--- src/supervisor_pkg.sv ---
package supervisor_pkg;
	// Temperature-sense code: 10-bit fraction of supply, 1023 = 100 %
	localparam int TEMP_W = 10;
	localparam logic [9:0] HOT_TRIP = 10'h154;
	localparam logic [9:0] HOT_RESET = 10'h190;
	localparam logic [9:0] FAN_TRIP = 10'h190;
	localparam logic [9:0] FAN_RESET = 10'h1CD;
	// Start-up delay, 1000 us at 50 ns per cycle
	localparam int START_DELAY_US = 1000;
	localparam int CLK_NS = 50;
	localparam int START_DELAY_CYC = START_DELAY_US * 1000 / CLK_NS;
	localparam logic [2:0] PHASES_ALL = 3'h4;
	localparam logic [31:0] STAT_RESET = 32'h0000_0000;
	localparam logic [31:0] MASK_RESET = 32'h0000_0000;
	localparam logic [11:0] ADDR_STATUS = 12'h000;
	localparam logic [11:0] ADDR_MASK = 12'h004;
	localparam logic [11:0] ADDR_CTRL = 12'h008;
	localparam logic [11:0] ADDR_STATE = 12'h00C;
	localparam int EV_UV = 0;
	localparam int EV_OV = 1;
	localparam int EV_OC = 2;
	localparam int EV_HOT = 3;
	localparam int EV_FAN = 4;
	localparam int EV_RDY = 5;
	localparam int EV_W = 6;

	typedef enum {ST_OFF, ST_DELAY, ST_SOFTSTART, ST_RUN, ST_FAULT} run_state_t;

	typedef struct packed {
		logic over_current;
		logic over_voltage;
		logic under_voltage;
		logic in_window;
		logic softstart_done;
	} analog_flags_t;

	typedef struct packed {
		logic overtemp_alarm_od;
		logic cooling_request_od;
		logic regulator_ready_od;
	} od_pins_t;
endpackage

--- src/hyst_alarm.sv ---
`timescale 1ns/10ps
module hyst_alarm
	import supervisor_pkg::*;
#(
	parameter int W = TEMP_W
) (
	// Clock and reset
	input wire logic pclk,
	input wire logic presetn,
	input wire logic clk_en,
	// Level
	input wire logic [W-1:0] level,
	input wire logic [W-1:0] trip_at,
	input wire logic [W-1:0] reset_at,
	// Alarm, high while tripped
	output logic tripped
);
	logic trip_q;
	logic trip_d;

	// Sense voltage falls as temperature rises; hysteresis keeps the pin from chattering
	always_comb begin
		trip_d = trip_q;
		if (level <= trip_at) begin
			trip_d = 1'b1;
		end else if (level >= reset_at) begin
			trip_d = 1'b0;
		end
	end

	always_ff @(posedge pclk or negedge presetn) begin
		if (!presetn) begin
			trip_q <= 1'b0;
		end else if (clk_en) begin
			trip_q <= trip_d;
		end
	end

	assign tripped = trip_q;
endmodule

--- src/multiphase_supervisor_logic.sv ---
`timescale 1ns/10ps
module multiphase_supervisor_logic
	import supervisor_pkg::*;
#(
	parameter int DELAY_CYC = START_DELAY_CYC
) (
	// Clock and reset
	input wire logic pclk,
	input wire logic presetn,
	input wire logic clk_en,
	// APB slave
	input wire logic psel,
	input wire logic penable,
	input wire logic pwrite,
	input wire logic [11:0] paddr,
	input wire logic [31:0] pwdata,
	output logic [31:0] prdata,
	output logic pready,
	output logic pslverr,
	// Supply and enables
	input wire logic supply_por_ok,
	input wire logic main_enable_in,
	input wire logic aux_rail_enable_in,
	// Analog comparators
	input wire analog_flags_t flags,
	input wire logic current_monitor_out,
	input wire logic code_transition,
	input wire logic [TEMP_W-1:0] temp_sense_in,
	// Configuration pins
	input wire logic phase_drive_2_tie,
	input wire logic phase_drive_3_tie,
	input wire logic phase_drive_4_tie,
	input wire logic freq_set_pin,
	input wire logic softstart_set_pin,
	input wire logic low_power_state_n,
	input wire logic [7:0] voltage_code,
	// Results
	output logic regulator_active,
	output logic softstart_start,
	output logic [2:0] active_phases,
	output logic continuous_conduction,
	output logic code_pullup_en,
	output logic [7:0] dac_code,
	output od_pins_t od_oe_n,
	output logic irq
);
	run_state_t st_q, st_d;
	logic [31:0] cnt_q, cnt_d;
	logic [2:0] cfg_phases_q, cfg_phases_d;
	logic fs_q, fs_d, ss_q, ss_d;
	logic pull_q, pull_d;
	logic [2:0] fault_q, fault_d;
	logic [2:0] phases_q, phases_d;
	logic ccm_q, ccm_d;
	logic [7:0] code_q, code_d;
	logic [EV_W-1:0] stat_q, stat_d, mask_q, mask_d;
	logic fault_hold_q, fault_hold_d;
	logic ready_q, ready_d;
	logic hot, fan;
	logic enables_ok, any_fault, oc_trip;
	logic [EV_W-1:0] ev;
	logic wr, rd;

	assign enables_ok = main_enable_in && aux_rail_enable_in;
	assign any_fault = |fault_q;
	// Monitor trip ignored during a code move: the reference slews and current spikes falsely
	assign oc_trip = flags.over_current || (current_monitor_out && !code_transition);

	hyst_alarm #(.W(TEMP_W)) u_hot (
		.pclk(pclk), .presetn(presetn), .clk_en(clk_en),
		.level(temp_sense_in), .trip_at(HOT_TRIP), .reset_at(HOT_RESET),
		.tripped(hot)
	);
	hyst_alarm #(.W(TEMP_W)) u_fan (
		.pclk(pclk), .presetn(presetn), .clk_en(clk_en),
		.level(temp_sense_in), .trip_at(FAN_TRIP), .reset_at(FAN_RESET),
		.tripped(fan)
	);

	// Sequencer and fault latch
	always_comb begin
		st_d = st_q;
		cnt_d = cnt_q;
		cfg_phases_d = cfg_phases_q;
		fs_d = fs_q;
		ss_d = ss_q;
		pull_d = pull_q;
		fault_d = fault_q | {oc_trip, flags.over_voltage, flags.under_voltage};
		case (st_q)
			ST_OFF: begin
				pull_d = 1'b0;
				cnt_d = '0;
				st_d = ST_DELAY;
			end
			ST_DELAY: begin
				// Straps caught at the end of each start-up delay, before soft-start
				if (cnt_q == 32'(DELAY_CYC - 1)) begin
					if (phase_drive_2_tie) begin
						cfg_phases_d = 3'h1;
					end else if (phase_drive_3_tie) begin
						cfg_phases_d = 3'h2;
					end else if (phase_drive_4_tie) begin
						cfg_phases_d = 3'h3;
					end else begin
						cfg_phases_d = PHASES_ALL;
					end
					fs_d = freq_set_pin;
					ss_d = softstart_set_pin;
					pull_d = 1'b1;
					st_d = ST_SOFTSTART;
				end else begin
					cnt_d = cnt_q + 32'h1;
				end
			end
			ST_SOFTSTART: begin
				if (enables_ok && !any_fault && flags.softstart_done) begin
					st_d = ST_RUN;
				end
			end
			ST_RUN: begin
				if (any_fault) begin
					st_d = ST_FAULT;
				end
			end
			ST_FAULT: begin
			end
			default: st_d = ST_OFF;
		endcase
		// Clearing does not wait for a run state: a fault seen during the delay is dropped too
		if (!enables_ok) begin
			fault_d = '0;
			if (st_q == ST_RUN || st_q == ST_FAULT || st_q == ST_SOFTSTART) begin
				st_d = ST_SOFTSTART;
			end
		end
		if (!supply_por_ok) begin
			fault_d = '0;
			st_d = ST_OFF;
			pull_d = 1'b0;
		end
	end

	always_ff @(posedge pclk or negedge presetn) begin
		if (!presetn) begin
			st_q <= ST_OFF;
			cnt_q <= '0;
			cfg_phases_q <= PHASES_ALL;
			fs_q <= 1'b0;
			ss_q <= 1'b0;
			pull_q <= 1'b0;
			fault_q <= '0;
		end else if (clk_en) begin
			st_q <= st_d;
			cnt_q <= cnt_d;
			cfg_phases_q <= cfg_phases_d;
			fs_q <= fs_d;
			ss_q <= ss_d;
			pull_q <= pull_d;
			fault_q <= fault_d;
		end
	end

	// Phase selection and ready
	always_comb begin
		phases_d = cfg_phases_q;
		ccm_d = 1'b1;
		if (!low_power_state_n) begin
			phases_d = ss_q ? 3'h2 : 3'h1;
			ccm_d = 1'b0;
		end
		code_d = voltage_code;
		ready_d = (st_q == ST_RUN) && flags.in_window && !any_fault
			&& !flags.under_voltage && !flags.over_voltage && !oc_trip;
	end

	always_ff @(posedge pclk or negedge presetn) begin
		if (!presetn) begin
			phases_q <= PHASES_ALL;
			ccm_q <= 1'b1;
			code_q <= 8'h00;
			ready_q <= 1'b0;
		end else if (clk_en) begin
			phases_q <= phases_d;
			ccm_q <= ccm_d;
			code_q <= code_d;
			ready_q <= ready_d;
		end
	end

	// APB: status (write one to clear), mask, control, state
	assign wr = psel && penable && pwrite && clk_en;
	assign rd = psel && !pwrite;
	assign ev = {ready_q, fan, hot, fault_q};

	always_comb begin
		mask_d = mask_q;
		fault_hold_d = fault_hold_q;
		stat_d = stat_q;
		if (wr && paddr == ADDR_STATUS) begin
			stat_d = stat_q & ~pwdata[EV_W-1:0];
		end
		// Set wins over a simultaneous clear
		stat_d = stat_d | ev;
		if (wr && paddr == ADDR_MASK) begin
			mask_d = pwdata[EV_W-1:0];
		end
		if (wr && paddr == ADDR_CTRL) begin
			fault_hold_d = pwdata[0];
		end
	end

	always_ff @(posedge pclk or negedge presetn) begin
		if (!presetn) begin
			stat_q <= STAT_RESET[EV_W-1:0];
			mask_q <= MASK_RESET[EV_W-1:0];
			fault_hold_q <= 1'b0;
			prdata <= 32'h0000_0000;
		end else if (clk_en) begin
			stat_q <= stat_d;
			mask_q <= mask_d;
			fault_hold_q <= fault_hold_d;
			if (rd && !penable) begin
				case (paddr)
					ADDR_STATUS: prdata <= {26'h0, stat_q};
					ADDR_MASK: prdata <= {26'h0, mask_q};
					ADDR_CTRL: prdata <= {31'h0, fault_hold_q};
					// State word: ccm, phases, straps, pull-up, ready, active from bit 9 down
					ADDR_STATE: prdata <= {22'h0, ccm_q, phases_q, cfg_phases_q,
						pull_q, ready_q, regulator_active};
					default: prdata <= 32'h0000_0000;
				endcase
			end
		end
	end

	assign pready = clk_en;
	assign pslverr = psel && penable && !(paddr == ADDR_STATUS || paddr == ADDR_MASK
		|| paddr == ADDR_CTRL || paddr == ADDR_STATE);
	assign irq = |(stat_q & mask_q);

	// Software hold keeps the regulator idle without touching the enables
	// Supply is checked directly: the state still shows run in the cycle it drops
	assign regulator_active = (st_q == ST_SOFTSTART || st_q == ST_RUN) && enables_ok
		&& supply_por_ok && !any_fault && !fault_hold_q;
	assign softstart_start = regulator_active && st_q == ST_SOFTSTART;
	assign active_phases = phases_q;
	assign continuous_conduction = ccm_q;
	assign code_pullup_en = pull_q;
	assign dac_code = code_q;
	// Open drain: enable low means the pin is pulled low
	assign od_oe_n.regulator_ready_od = ready_q;
	assign od_oe_n.overtemp_alarm_od = hot;
	assign od_oe_n.cooling_request_od = fan;

	latched_fault_a: assert property (@(posedge pclk) disable iff (!presetn)
		clk_en && flags.over_voltage && supply_por_ok && enables_ok
		|=> fault_q[1]) else $error("overvoltage not latched");
	ready_low_a: assert property (@(posedge pclk) disable iff (!presetn)
		clk_en && oc_trip |=> !ready_q) else $error("ready high on overcurrent");
	uv_ready_a: assert property (@(posedge pclk) disable iff (!presetn)
		clk_en && flags.under_voltage |=> !ready_q) else $error("ready on undervoltage");
	code_mask_a: assert property (@(posedge pclk) disable iff (!presetn)
		clk_en && current_monitor_out && code_transition && !flags.over_current
		&& fault_q == 3'h0 && supply_por_ok && enables_ok && !flags.over_voltage
		&& !flags.under_voltage |=> fault_q[2] == 1'b0) else $error("trip not masked");
	clear_en_a: assert property (@(posedge pclk) disable iff (!presetn)
		clk_en && !main_enable_in && supply_por_ok && st_q == ST_RUN |=> fault_q == 3'h0
		&& st_q == ST_SOFTSTART) else $error("enable drop not clearing");
	por_off_a: assert property (@(posedge pclk) disable iff (!presetn)
		clk_en && !supply_por_ok |=> st_q == ST_OFF && !regulator_active)
		else $error("not off without supply");
	psi_phase_a: assert property (@(posedge pclk) disable iff (!presetn)
		clk_en && !low_power_state_n |=> active_phases == {1'b0, ss_q, !ss_q})
		else $error("low power decode wrong");
	restore_a: assert property (@(posedge pclk) disable iff (!presetn)
		clk_en && $rose(low_power_state_n) |-> ##1 active_phases == cfg_phases_q)
		else $error("phases not restored");
	active_gate_a: assert property (@(posedge pclk) disable iff (!presetn)
		regulator_active |-> enables_ok && supply_por_ok && !any_fault)
		else $error("active without permission");
	ready_cause_a: assert property (@(posedge pclk) disable iff (!presetn)
		ready_q |-> $past(st_q == ST_RUN) && $past(flags.in_window))
		else $error("ready without run");
	pullup_late_a: assert property (@(posedge pclk) disable iff (!presetn)
		pull_q |-> st_q != ST_OFF && st_q != ST_DELAY) else $error("early pull-up");
	strap_hold_a: assert property (@(posedge pclk) disable iff (!presetn)
		clk_en && st_q != ST_DELAY |=> $stable(cfg_phases_q))
		else $error("straps moved after latch");
	ccm_low_a: assert property (@(posedge pclk) disable iff (!presetn)
		clk_en && !low_power_state_n |=> !continuous_conduction)
		else $error("low power kept continuous mode");
	hot_alarm_a: assert property (@(posedge pclk) disable iff (!presetn)
		clk_en && temp_sense_in <= HOT_TRIP |=> od_oe_n.overtemp_alarm_od)
		else $error("hot alarm not released");
	fan_alarm_a: assert property (@(posedge pclk) disable iff (!presetn)
		clk_en && temp_sense_in <= FAN_TRIP |=> od_oe_n.cooling_request_od)
		else $error("fan alarm not released");

	run_c: cover property (@(posedge pclk) st_q == ST_SOFTSTART ##1 st_q == ST_RUN);
	clear_c: cover property (@(posedge pclk) st_q == ST_FAULT ##1 st_q == ST_SOFTSTART);
	fault_c: cover property (@(posedge pclk) st_q == ST_RUN ##1 st_q == ST_FAULT);
	psi_c: cover property (@(posedge pclk) $fell(low_power_state_n));
	hot_c: cover property (@(posedge pclk) $rose(hot));
endmodule

--- config.mk ---
export PLATFORM = sky130hd
export DESIGN_NAME = multiphase_supervisor_logic
export DESIGN_NICKNAME = d
export VERILOG_FILES = /design/src/supervisor_pkg.sv /design/src/hyst_alarm.sv /design/src/multiphase_supervisor_logic.sv
export SDC_FILE = /design/constraint.sdc
export NUM_CORES = 1
export LEC_CHECK = 0
export BUFFER_PORTS_ARGS = -buffer_cell sky130_fd_sc_hd__buf_4
export CAP_MARGIN = 0
export CORE_MARGIN = 3
export CORE_UTILIZATION = 53
export CTS_CLUSTER_DIAMETER = 200
export DETAILED_ROUTE_END_ITERATION = 12
export PLACE_DENSITY = 0.84
export SLEW_MARGIN = 20
export SYNTH_ARGS = -nofsm -noshare
export SYNTH_HDL_FRONTEND = slang
export SYNTH_SLANG_ARGS = --single-unit
export TNS_END_PERCENT = 10
--- constraint.sdc ---
create_clock -name pclk -period 2.5 [get_ports pclk]
set_input_delay 0.25 -clock pclk [delete_from_list [all_inputs] [get_ports pclk]]
set_output_delay 0.25 -clock pclk [all_outputs]
set_load 0.05 [all_outputs]
# Yosys cells after proc, flatten, opt, wreduce, memory -nomap -nowiden
# Cells that the tools add are included.
# word_totals
ff_bits	132
output_inout_bits	53
elab_cells	120
# classes
n_addsub	1
order_cmp	4
n_eq_ne	14
n_mux	26
bitwise	5
reduce_logical	54
# ops
cell	count
$mux 32	7
$pmux 32 s5	1
$eq 32x3->1 const B	3
$eq 32x2->1 const B	2
$pmux 32 s2	1
$pmux 10 s4	1
$add 32x1->32 const B	1
$eq 32x1->1 const B	1
$eq 32x15->1 const B	1
$eq 32x4->1 const B	1
$logic_not 32->1	1
$eq 12x4->1 const B	2
$logic_and 1x1->1	23
$ge 10x9->1 const B	2
$le 10x9->1 const B	2
$mux 3	6
$and 6x6->6	2
$eq 12x3->1 const B	1
$logic_not 12->1	1
$reduce_and 2->1	5
$logic_not 1->1	9
$reduce_and 3->1	3
$logic_or 1x1->1	7
$mux 1	7
other kinds (12)	14

# Logic depth before layout (Yosys ltp)
# depth
word_depth	9
ltp_mapped	9
ltp_nobuf	7

# Modules after synthesis
# From an unflattened synthesis, not the netlist that was laid out.
# hier_totals
cells_unflattened	681
area_unflattened_um2	6429.9
# modules_own_cells
module	instances	cells_per_inst	area_each_um2	seq_area_each_um2
multiphase_supervisor_logic	1	539	5353.9	2706.3
hyst_alarm	2	71	538.0	25.0

# Least setup slack after synthesis
# No wires, ideal clock.
# synth_path
path_type	reg-to-reg
start	register fault_q[0]
end	register prdata[0]
setup_time_ps	83
t_arrival_ps	2686
required_ps	2417
slack_ps	-269
path_stages_with_launch	7
path_buffers	0
synth_period_minus_slack_ps	2769
path_cell_list	dfrtp_1 -> nor3_1 -> nand2_1 -> or3_1 -> nor3_1 -> mux2i_1 -> a31oi_1
# synth_between
elab_chain_len	5
# synth_lines
element	line_no	rtl
from (decl)	multiphase_supervisor_logic.sv:52	logic [2:0] fault_q, fault_d;
from (signal assigned)	multiphase_supervisor_logic.sv:159	fault_q <= fault_d;
$reduce_or 3->1	multiphase_supervisor_logic.sv:65	assign any_fault = |fault_q;
$logic_not 1->1	multiphase_supervisor_logic.sv:244	&& supply_por_ok && !any_fault && !fault_hold_q;
$logic_and 1x1->1 (2 in series)	multiphase_supervisor_logic.sv:244	
named net regulator_active	multiphase_supervisor_logic.sv:38	output logic regulator_active,
$pmux 10 s4	multiphase_supervisor_logic.sv:223	case (paddr)
to (signal assigned)	multiphase_supervisor_logic.sv:224	ADDR_STATUS: prdata <= {26'h0, stat_q};
to (signal assigned)	multiphase_supervisor_logic.sv:225	ADDR_MASK: prdata <= {26'h0, mask_q};
to (signal assigned)	multiphase_supervisor_logic.sv:226	ADDR_CTRL: prdata <= {31'h0, fault_hold_q};
to (decl)	multiphase_supervisor_logic.sv:17	output logic [31:0] prdata,
# The timed path passes the listed nets, and every way through them passes these cells.
# A chain may end at the register's enable or synchronous reset.

# Worst setup path after layout
# layout_path
start	register st_q[3]
end	output port softstart_start
# layout_between
elab_chain_len	7
word_cells_on_any_way	8
# layout_lines
element	line_no	rtl
from (decl)	multiphase_supervisor_logic.sv:47	run_state_t st_q, st_d;
from (signal assigned)	multiphase_supervisor_logic.sv:153	st_q <= st_d;
$eq 32x3->1 (on tied branches)	multiphase_supervisor_logic.sv:243, multiphase_supervisor_logic.sv:245	
$logic_or 1x1->1	multiphase_supervisor_logic.sv:243	assign regulator_active = (st_q == ST_SOFTSTART || st_q == ST_RUN) && enables_ok
$logic_and 1x1->1	multiphase_supervisor_logic.sv:243	
$logic_and 1x1->1 (3 in series)	multiphase_supervisor_logic.sv:244	
$logic_and 1x1->1 *	multiphase_supervisor_logic.sv:245	assign softstart_start = regulator_active && st_q == ST_SOFTSTART;
to (decl)	multiphase_supervisor_logic.sv:39	output logic softstart_start,
# Every way passes the cells marked *; elsewhere a longest branch is shown, timed or not.

==> flow_results.org <==
** Status
- Result of the run :: finished clean

** Hold path
- Path type of the worst min-delay path :: in2reg
- Hold path cells :: 2
- Start point of the worst hold path :: temp_sense_in[9]
- Worst hold endpoint :: u_hot.tripped

** Logic synthesis
- Cell area after synthesis :: 0.00540 mm2
- Sequential elements use 51.1% of the synthesized area.
- Average footprint of a synthesized cell :: 10.3 um2
- Most common flop cell mapped by yosys :: sky130_fd_sc_hd__dfrtp_1
- After Yosys synthesis, full adders, half adders and majority gates account for 0.232% of the synthesized area.
- Main combinational cell family by area after synthesis :: simple AND/OR/NAND/NOR gates
- In the synthesized netlist, mux cells make up 5.42% of the area.
- Most area-hungry cell type in the Yosys netlist :: sky130_fd_sc_hd__dfrtp_1
- Ys async rst share :: 100%
- Synthesis handed over a netlist of 524 instances.
- Simple-gate share of the synthesized area :: 23.9%
- Post-synthesis cell type count :: 58
- Syn. warnings :: 0
- Counting flops with a built-in enable in the synthesized netlist gives 0.
- Top-count cell post-synth :: sky130_fd_sc_hd__dfrtp_1
- Portion of synthesized cell area occupied by the leading cell type :: 49.6%
- Summing the areas of all compound-gate instances in the mapped netlist gives 8.71% of the synthesized area.
- By area the synthesized netlist is led by sky130_fd_sc_hd__dfrtp_1 50%, sky130_fd_sc_hd__and2_1 4.3%, sky130_fd_sc_hd__xor2_1 4.2%, sky130_fd_sc_hd__buf_4 3.8%, sky130_fd_sc_hd__mux2_2 3.8%.
- By count the netlist is led by 107 x sky130_fd_sc_hd__dfrtp_1, 46 x sky130_fd_sc_hd__nor2_1, 37 x sky130_fd_sc_hd__and2_1, 34 x sky130_fd_sc_hd__nand2_1, 27 x sky130_fd_sc_hd__buf_4.
- Counting flops and latches in the post-synthesis netlist gives 110.
- Summing the areas of all xor and xnor instances in the mapped netlist gives 4.38% of the synthesized area.

** Finish
- # nets final :: 691
- The area growth from synthesis to layout is 16.6%.
- The filler cells instantiated in the layout total 749.
- Of the cells placed in the final design, the portion with a size suffix greater than 1 is 24.7%.
- The number of antenna diodes in the final layout is 0.

** Run
- Max-capacitance violation count :: 0

** Detailed routing
- Detailed routing inserted a total of 4165 vias.
- Number of vias per cell :: 5.60
- Dividing the detail-routed wire length by the instance count gives 15.4 um.
- Post-route ant nets :: 0
- For this block, the initial DRC count from the detailed router was 299.
- DRC violation count after routing :: 0
- Number of iterations in the first detailed-routing pass :: 4
- The routed design has 11.5 mm of wire.

** Critical path
- Tracing the worst setup path back leads to its startpoint at st_q[3].
- CP top delay family :: simple AND/OR/NAND/NOR gates
- Reg-to-reg critical path startpoint :: cnt_q[0]
- Traced cell by cell, the critical path runs through nor3_1 -> nand2_1 -> nor3_1 -> nand2_1 -> nor2_1 -> buf_4.
- Crit path buf inv count :: 1
- Largest stage delay on the critical path :: 0.39 ns
- STA classifies the critical path endpoint as an output pin.
- Highest fanout seen on the critical path :: 5
- For flop-to-flop paths, the worst setup slack is 0.25 ns.
- The critical path in this run is classified as reg2out.
- For the worst flop-to-flop path, the logic depth is 7.
- Endpoint arrival time on the critical path :: 2.12 ns
- Data required time of the worst path :: 2.25 ns
- Cell type of the slowest stage on the worst timing path :: sky130_fd_sc_hd__dfrtp_1
- The endpoint identified for the worst register-to-register timing path is cnt_q[12].
- The worst setup path is launched from a flop.

** Pwr
- Reported leakage power :: 0.00300 uW
- Across the VDD grid, the largest voltage drop is 0.000445 V.
- In this run the power density over the cells is 530 mW/mm2.

** STA
- Across all hold checks on the routed design, the worst slack comes to 0.0696 ns.
- For the final database, setup skew stands at 0.0147 ns.
- Fin crit share :: 94.8%
- Setup TNS :: 0 ns
- Based on the critical path, the design can be clocked at up to 422 MHz.
- Final Setup Violations :: 0
- Min Clock Period, post-route :: 2.37 ns
- Worst-margin pin slew :: 0.807 ns
- The max-slew violation total from the final report was 0.
- Setup repair after global routing left no endpoint under its margin.
- Headroom to the max-slew limit came out at 46.2%.
- Endpoints failing hold :: 0

** Floorplanning
- Pin placement for this block handled 137 I/O pins.
- FP Rows :: 36
- The die covers 0.0114 mm2.
- Core Footprint :: 0.00982 mm2
- Measured along the x axis, the die boundary spans 107 um.
- The initial utilization of the core area, before any placement, comes to 55.0%.
- Height of the die :: 107 um

** Global routing
- Summed over all layers, the global routing overflow is 0.
- Initial antenna violation count :: 0
- The via count of the first global-routing pass was 4059.
- Entering global routing, the biggest net connects 67 pins.
- Global Route Usage Sum :: 20.8%
- Wire length of the first global-routing pass :: 19.3 mm

** Placed design
- Detailed placement finished with a half-perimeter wire length of 8.49 mm.
- Buffers placed on the I/O ports in this run total 87.
- At the end of routability-driven placement, the weighted congestion stood at 0.836.

** Clock network
- Clock transition at path regs :: 0.10 ns
- CTS Buf Count :: 9
- The clock reaches the later pin of the worst-skew pair after 0.36 ns.
- The clock passes through at most 2 buffers.
- Clock tree from TritonCTS :: done
- CTS built an H-tree with a depth of 3.
- Clock sinks :: 110
- In this run the clock root is driven by a sky130_fd_sc_hd__clkbuf_8.
## worst reg2reg max path, stage by stage (launching register included)
cell and delay (ns):
sky130_fd_sc_hd__dfrtp_1 0.38, sky130_fd_sc_hd__ha_1 0.19, sky130_fd_sc_hd__and2_1 0.23, sky130_fd_sc_hd__nand4_1 0.18, sky130_fd_sc_hd__or4_1 0.74, sky130_fd_sc_hd__nand4b_1 0.20
sky130_fd_sc_hd__xor2_1 0.16, sky130_fd_sc_hd__nor2_1 0.06
## how the worst max path moves through the flow
stage / endpoint / slack (ns) / cells past startpoint
finish: softstart_start / 0.13 / 6
floorplan: prdata[0] / 0.20 / 6
detailed placement: cnt_q[12] / 0.29 / 7
global route: regulator_active / 0.008 / 5
CTS: softstart_start / 0.03 / 6
global placement: cnt_q[12] / 0.32 / 7
## cell type report
type	count	area, um2	area share (%)
Clock buffer	10	138	2.19
Inverter	11	41.3	0.656
Sequential cell	110	2760	43.8
Tap cell	133	166	2.64
Timing Repair Buffer	99	746	11.8
Multi-Input combinational cell	375	2400	38.2
Clock inverter	6	46.3	0.735
## through the flow
stage                     setup slack [ns]  utilization (%)  total power, uW  instance area [um2]  instances
after CTS                           0.0325             64.0             3370                 6280        744
after global placement               0.323             62.0             2380                 6090        727
final                                0.129             64.1             3340                 6300        744
after floorplan                      0.200                -             2220                 5480        545
after detailed placement             0.285             62.0             2390                 6090        727
after global routing               0.00825             64.1             3500                 6300        744
## registers in the layout, summed over array words and instances, names as in the netlist
signal	cells
fault_q	3
stat_q	6
u_hot.tripped	1
fault_hold_q	1
mask_q	6
code_pullup_en	1
st_q	32
cfg_phases_q	3
prdata	10
cnt_q	32
continuous_conduction	1
u_fan.tripped	1
ss_q	1
active_phases	3
ready_q	1
dac_code	8
## cell usage in the layout, fill, tap and decap left out, types with 3 or more instances in the layout
cell type,count
sky130_fd_sc_hd__dfrtp_1,107
sky130_fd_sc_hd__buf_4,98
sky130_fd_sc_hd__nor2_1,46
sky130_fd_sc_hd__and2_1,37
sky130_fd_sc_hd__nand2_1,34
sky130_fd_sc_hd__nand3_1,26
sky130_fd_sc_hd__xor2_1,26
sky130_fd_sc_hd__conb_1,22
sky130_fd_sc_hd__nand4_1,21
sky130_fd_sc_hd__mux2_2,18
sky130_fd_sc_hd__and3_1,15
sky130_fd_sc_hd__o21ai_0,13
sky130_fd_sc_hd__a21oi_1,12
sky130_fd_sc_hd__nor4_1,11
sky130_fd_sc_hd__inv_1,11
sky130_fd_sc_hd__clkbuf_8,10
sky130_fd_sc_hd__mux2i_1,9
sky130_fd_sc_hd__a31oi_1,8
sky130_fd_sc_hd__nor3_1,7
sky130_fd_sc_hd__nor4_2,7
sky130_fd_sc_hd__a22o_1,7
sky130_fd_sc_hd__o31ai_1,6
sky130_fd_sc_hd__a22oi_1,4
sky130_fd_sc_hd__or3_1,3
sky130_fd_sc_hd__and4_1,3
sky130_fd_sc_hd__nor3_2,3
sky130_fd_sc_hd__a21o_1,3
sky130_fd_sc_hd__o21a_1,3
sky130_fd_sc_hd__dfstp_2,3
## where the power goes
group | leakage, uW | internal [uW] | switching [uW]
sequential | 0.00146 | 1820 | 36.0
combinational | 0.00146 | 165 | 338
clock | 0.0000889 | 395 | 586
## routing by layer
layer | vias up | wire length [um] | track usage (%)
met5 | - | 0 | 0
met4 | 0 | 115 | 6.30
met3 | 12 | 438 | 4.21
met2 | 109 | 5880 | 35.1
met1 | 2073 | 5020 | 27.2
li1 | 1971 | - | -
## kinds of logic after synthesis
| kind of cell | Yosys count |
|---|---|
| other cells | 1 |
| compound gates | 70 |
| fa+ha+maj | 1 |
| simple gates | 228 |
| flops | 110 |
| buf+inv | 60 |
| mux | 27 |
| xor+xnor | 27 |
## timing repair
item	4_1_cts	5_1_grt
hold endpoints to repair	27	0
resized for setup	0	2
buffers inserted	0	0
endpoints found under the setup margin	0	1
hold buffers	1	0
(Power assumes the default switching activity.)
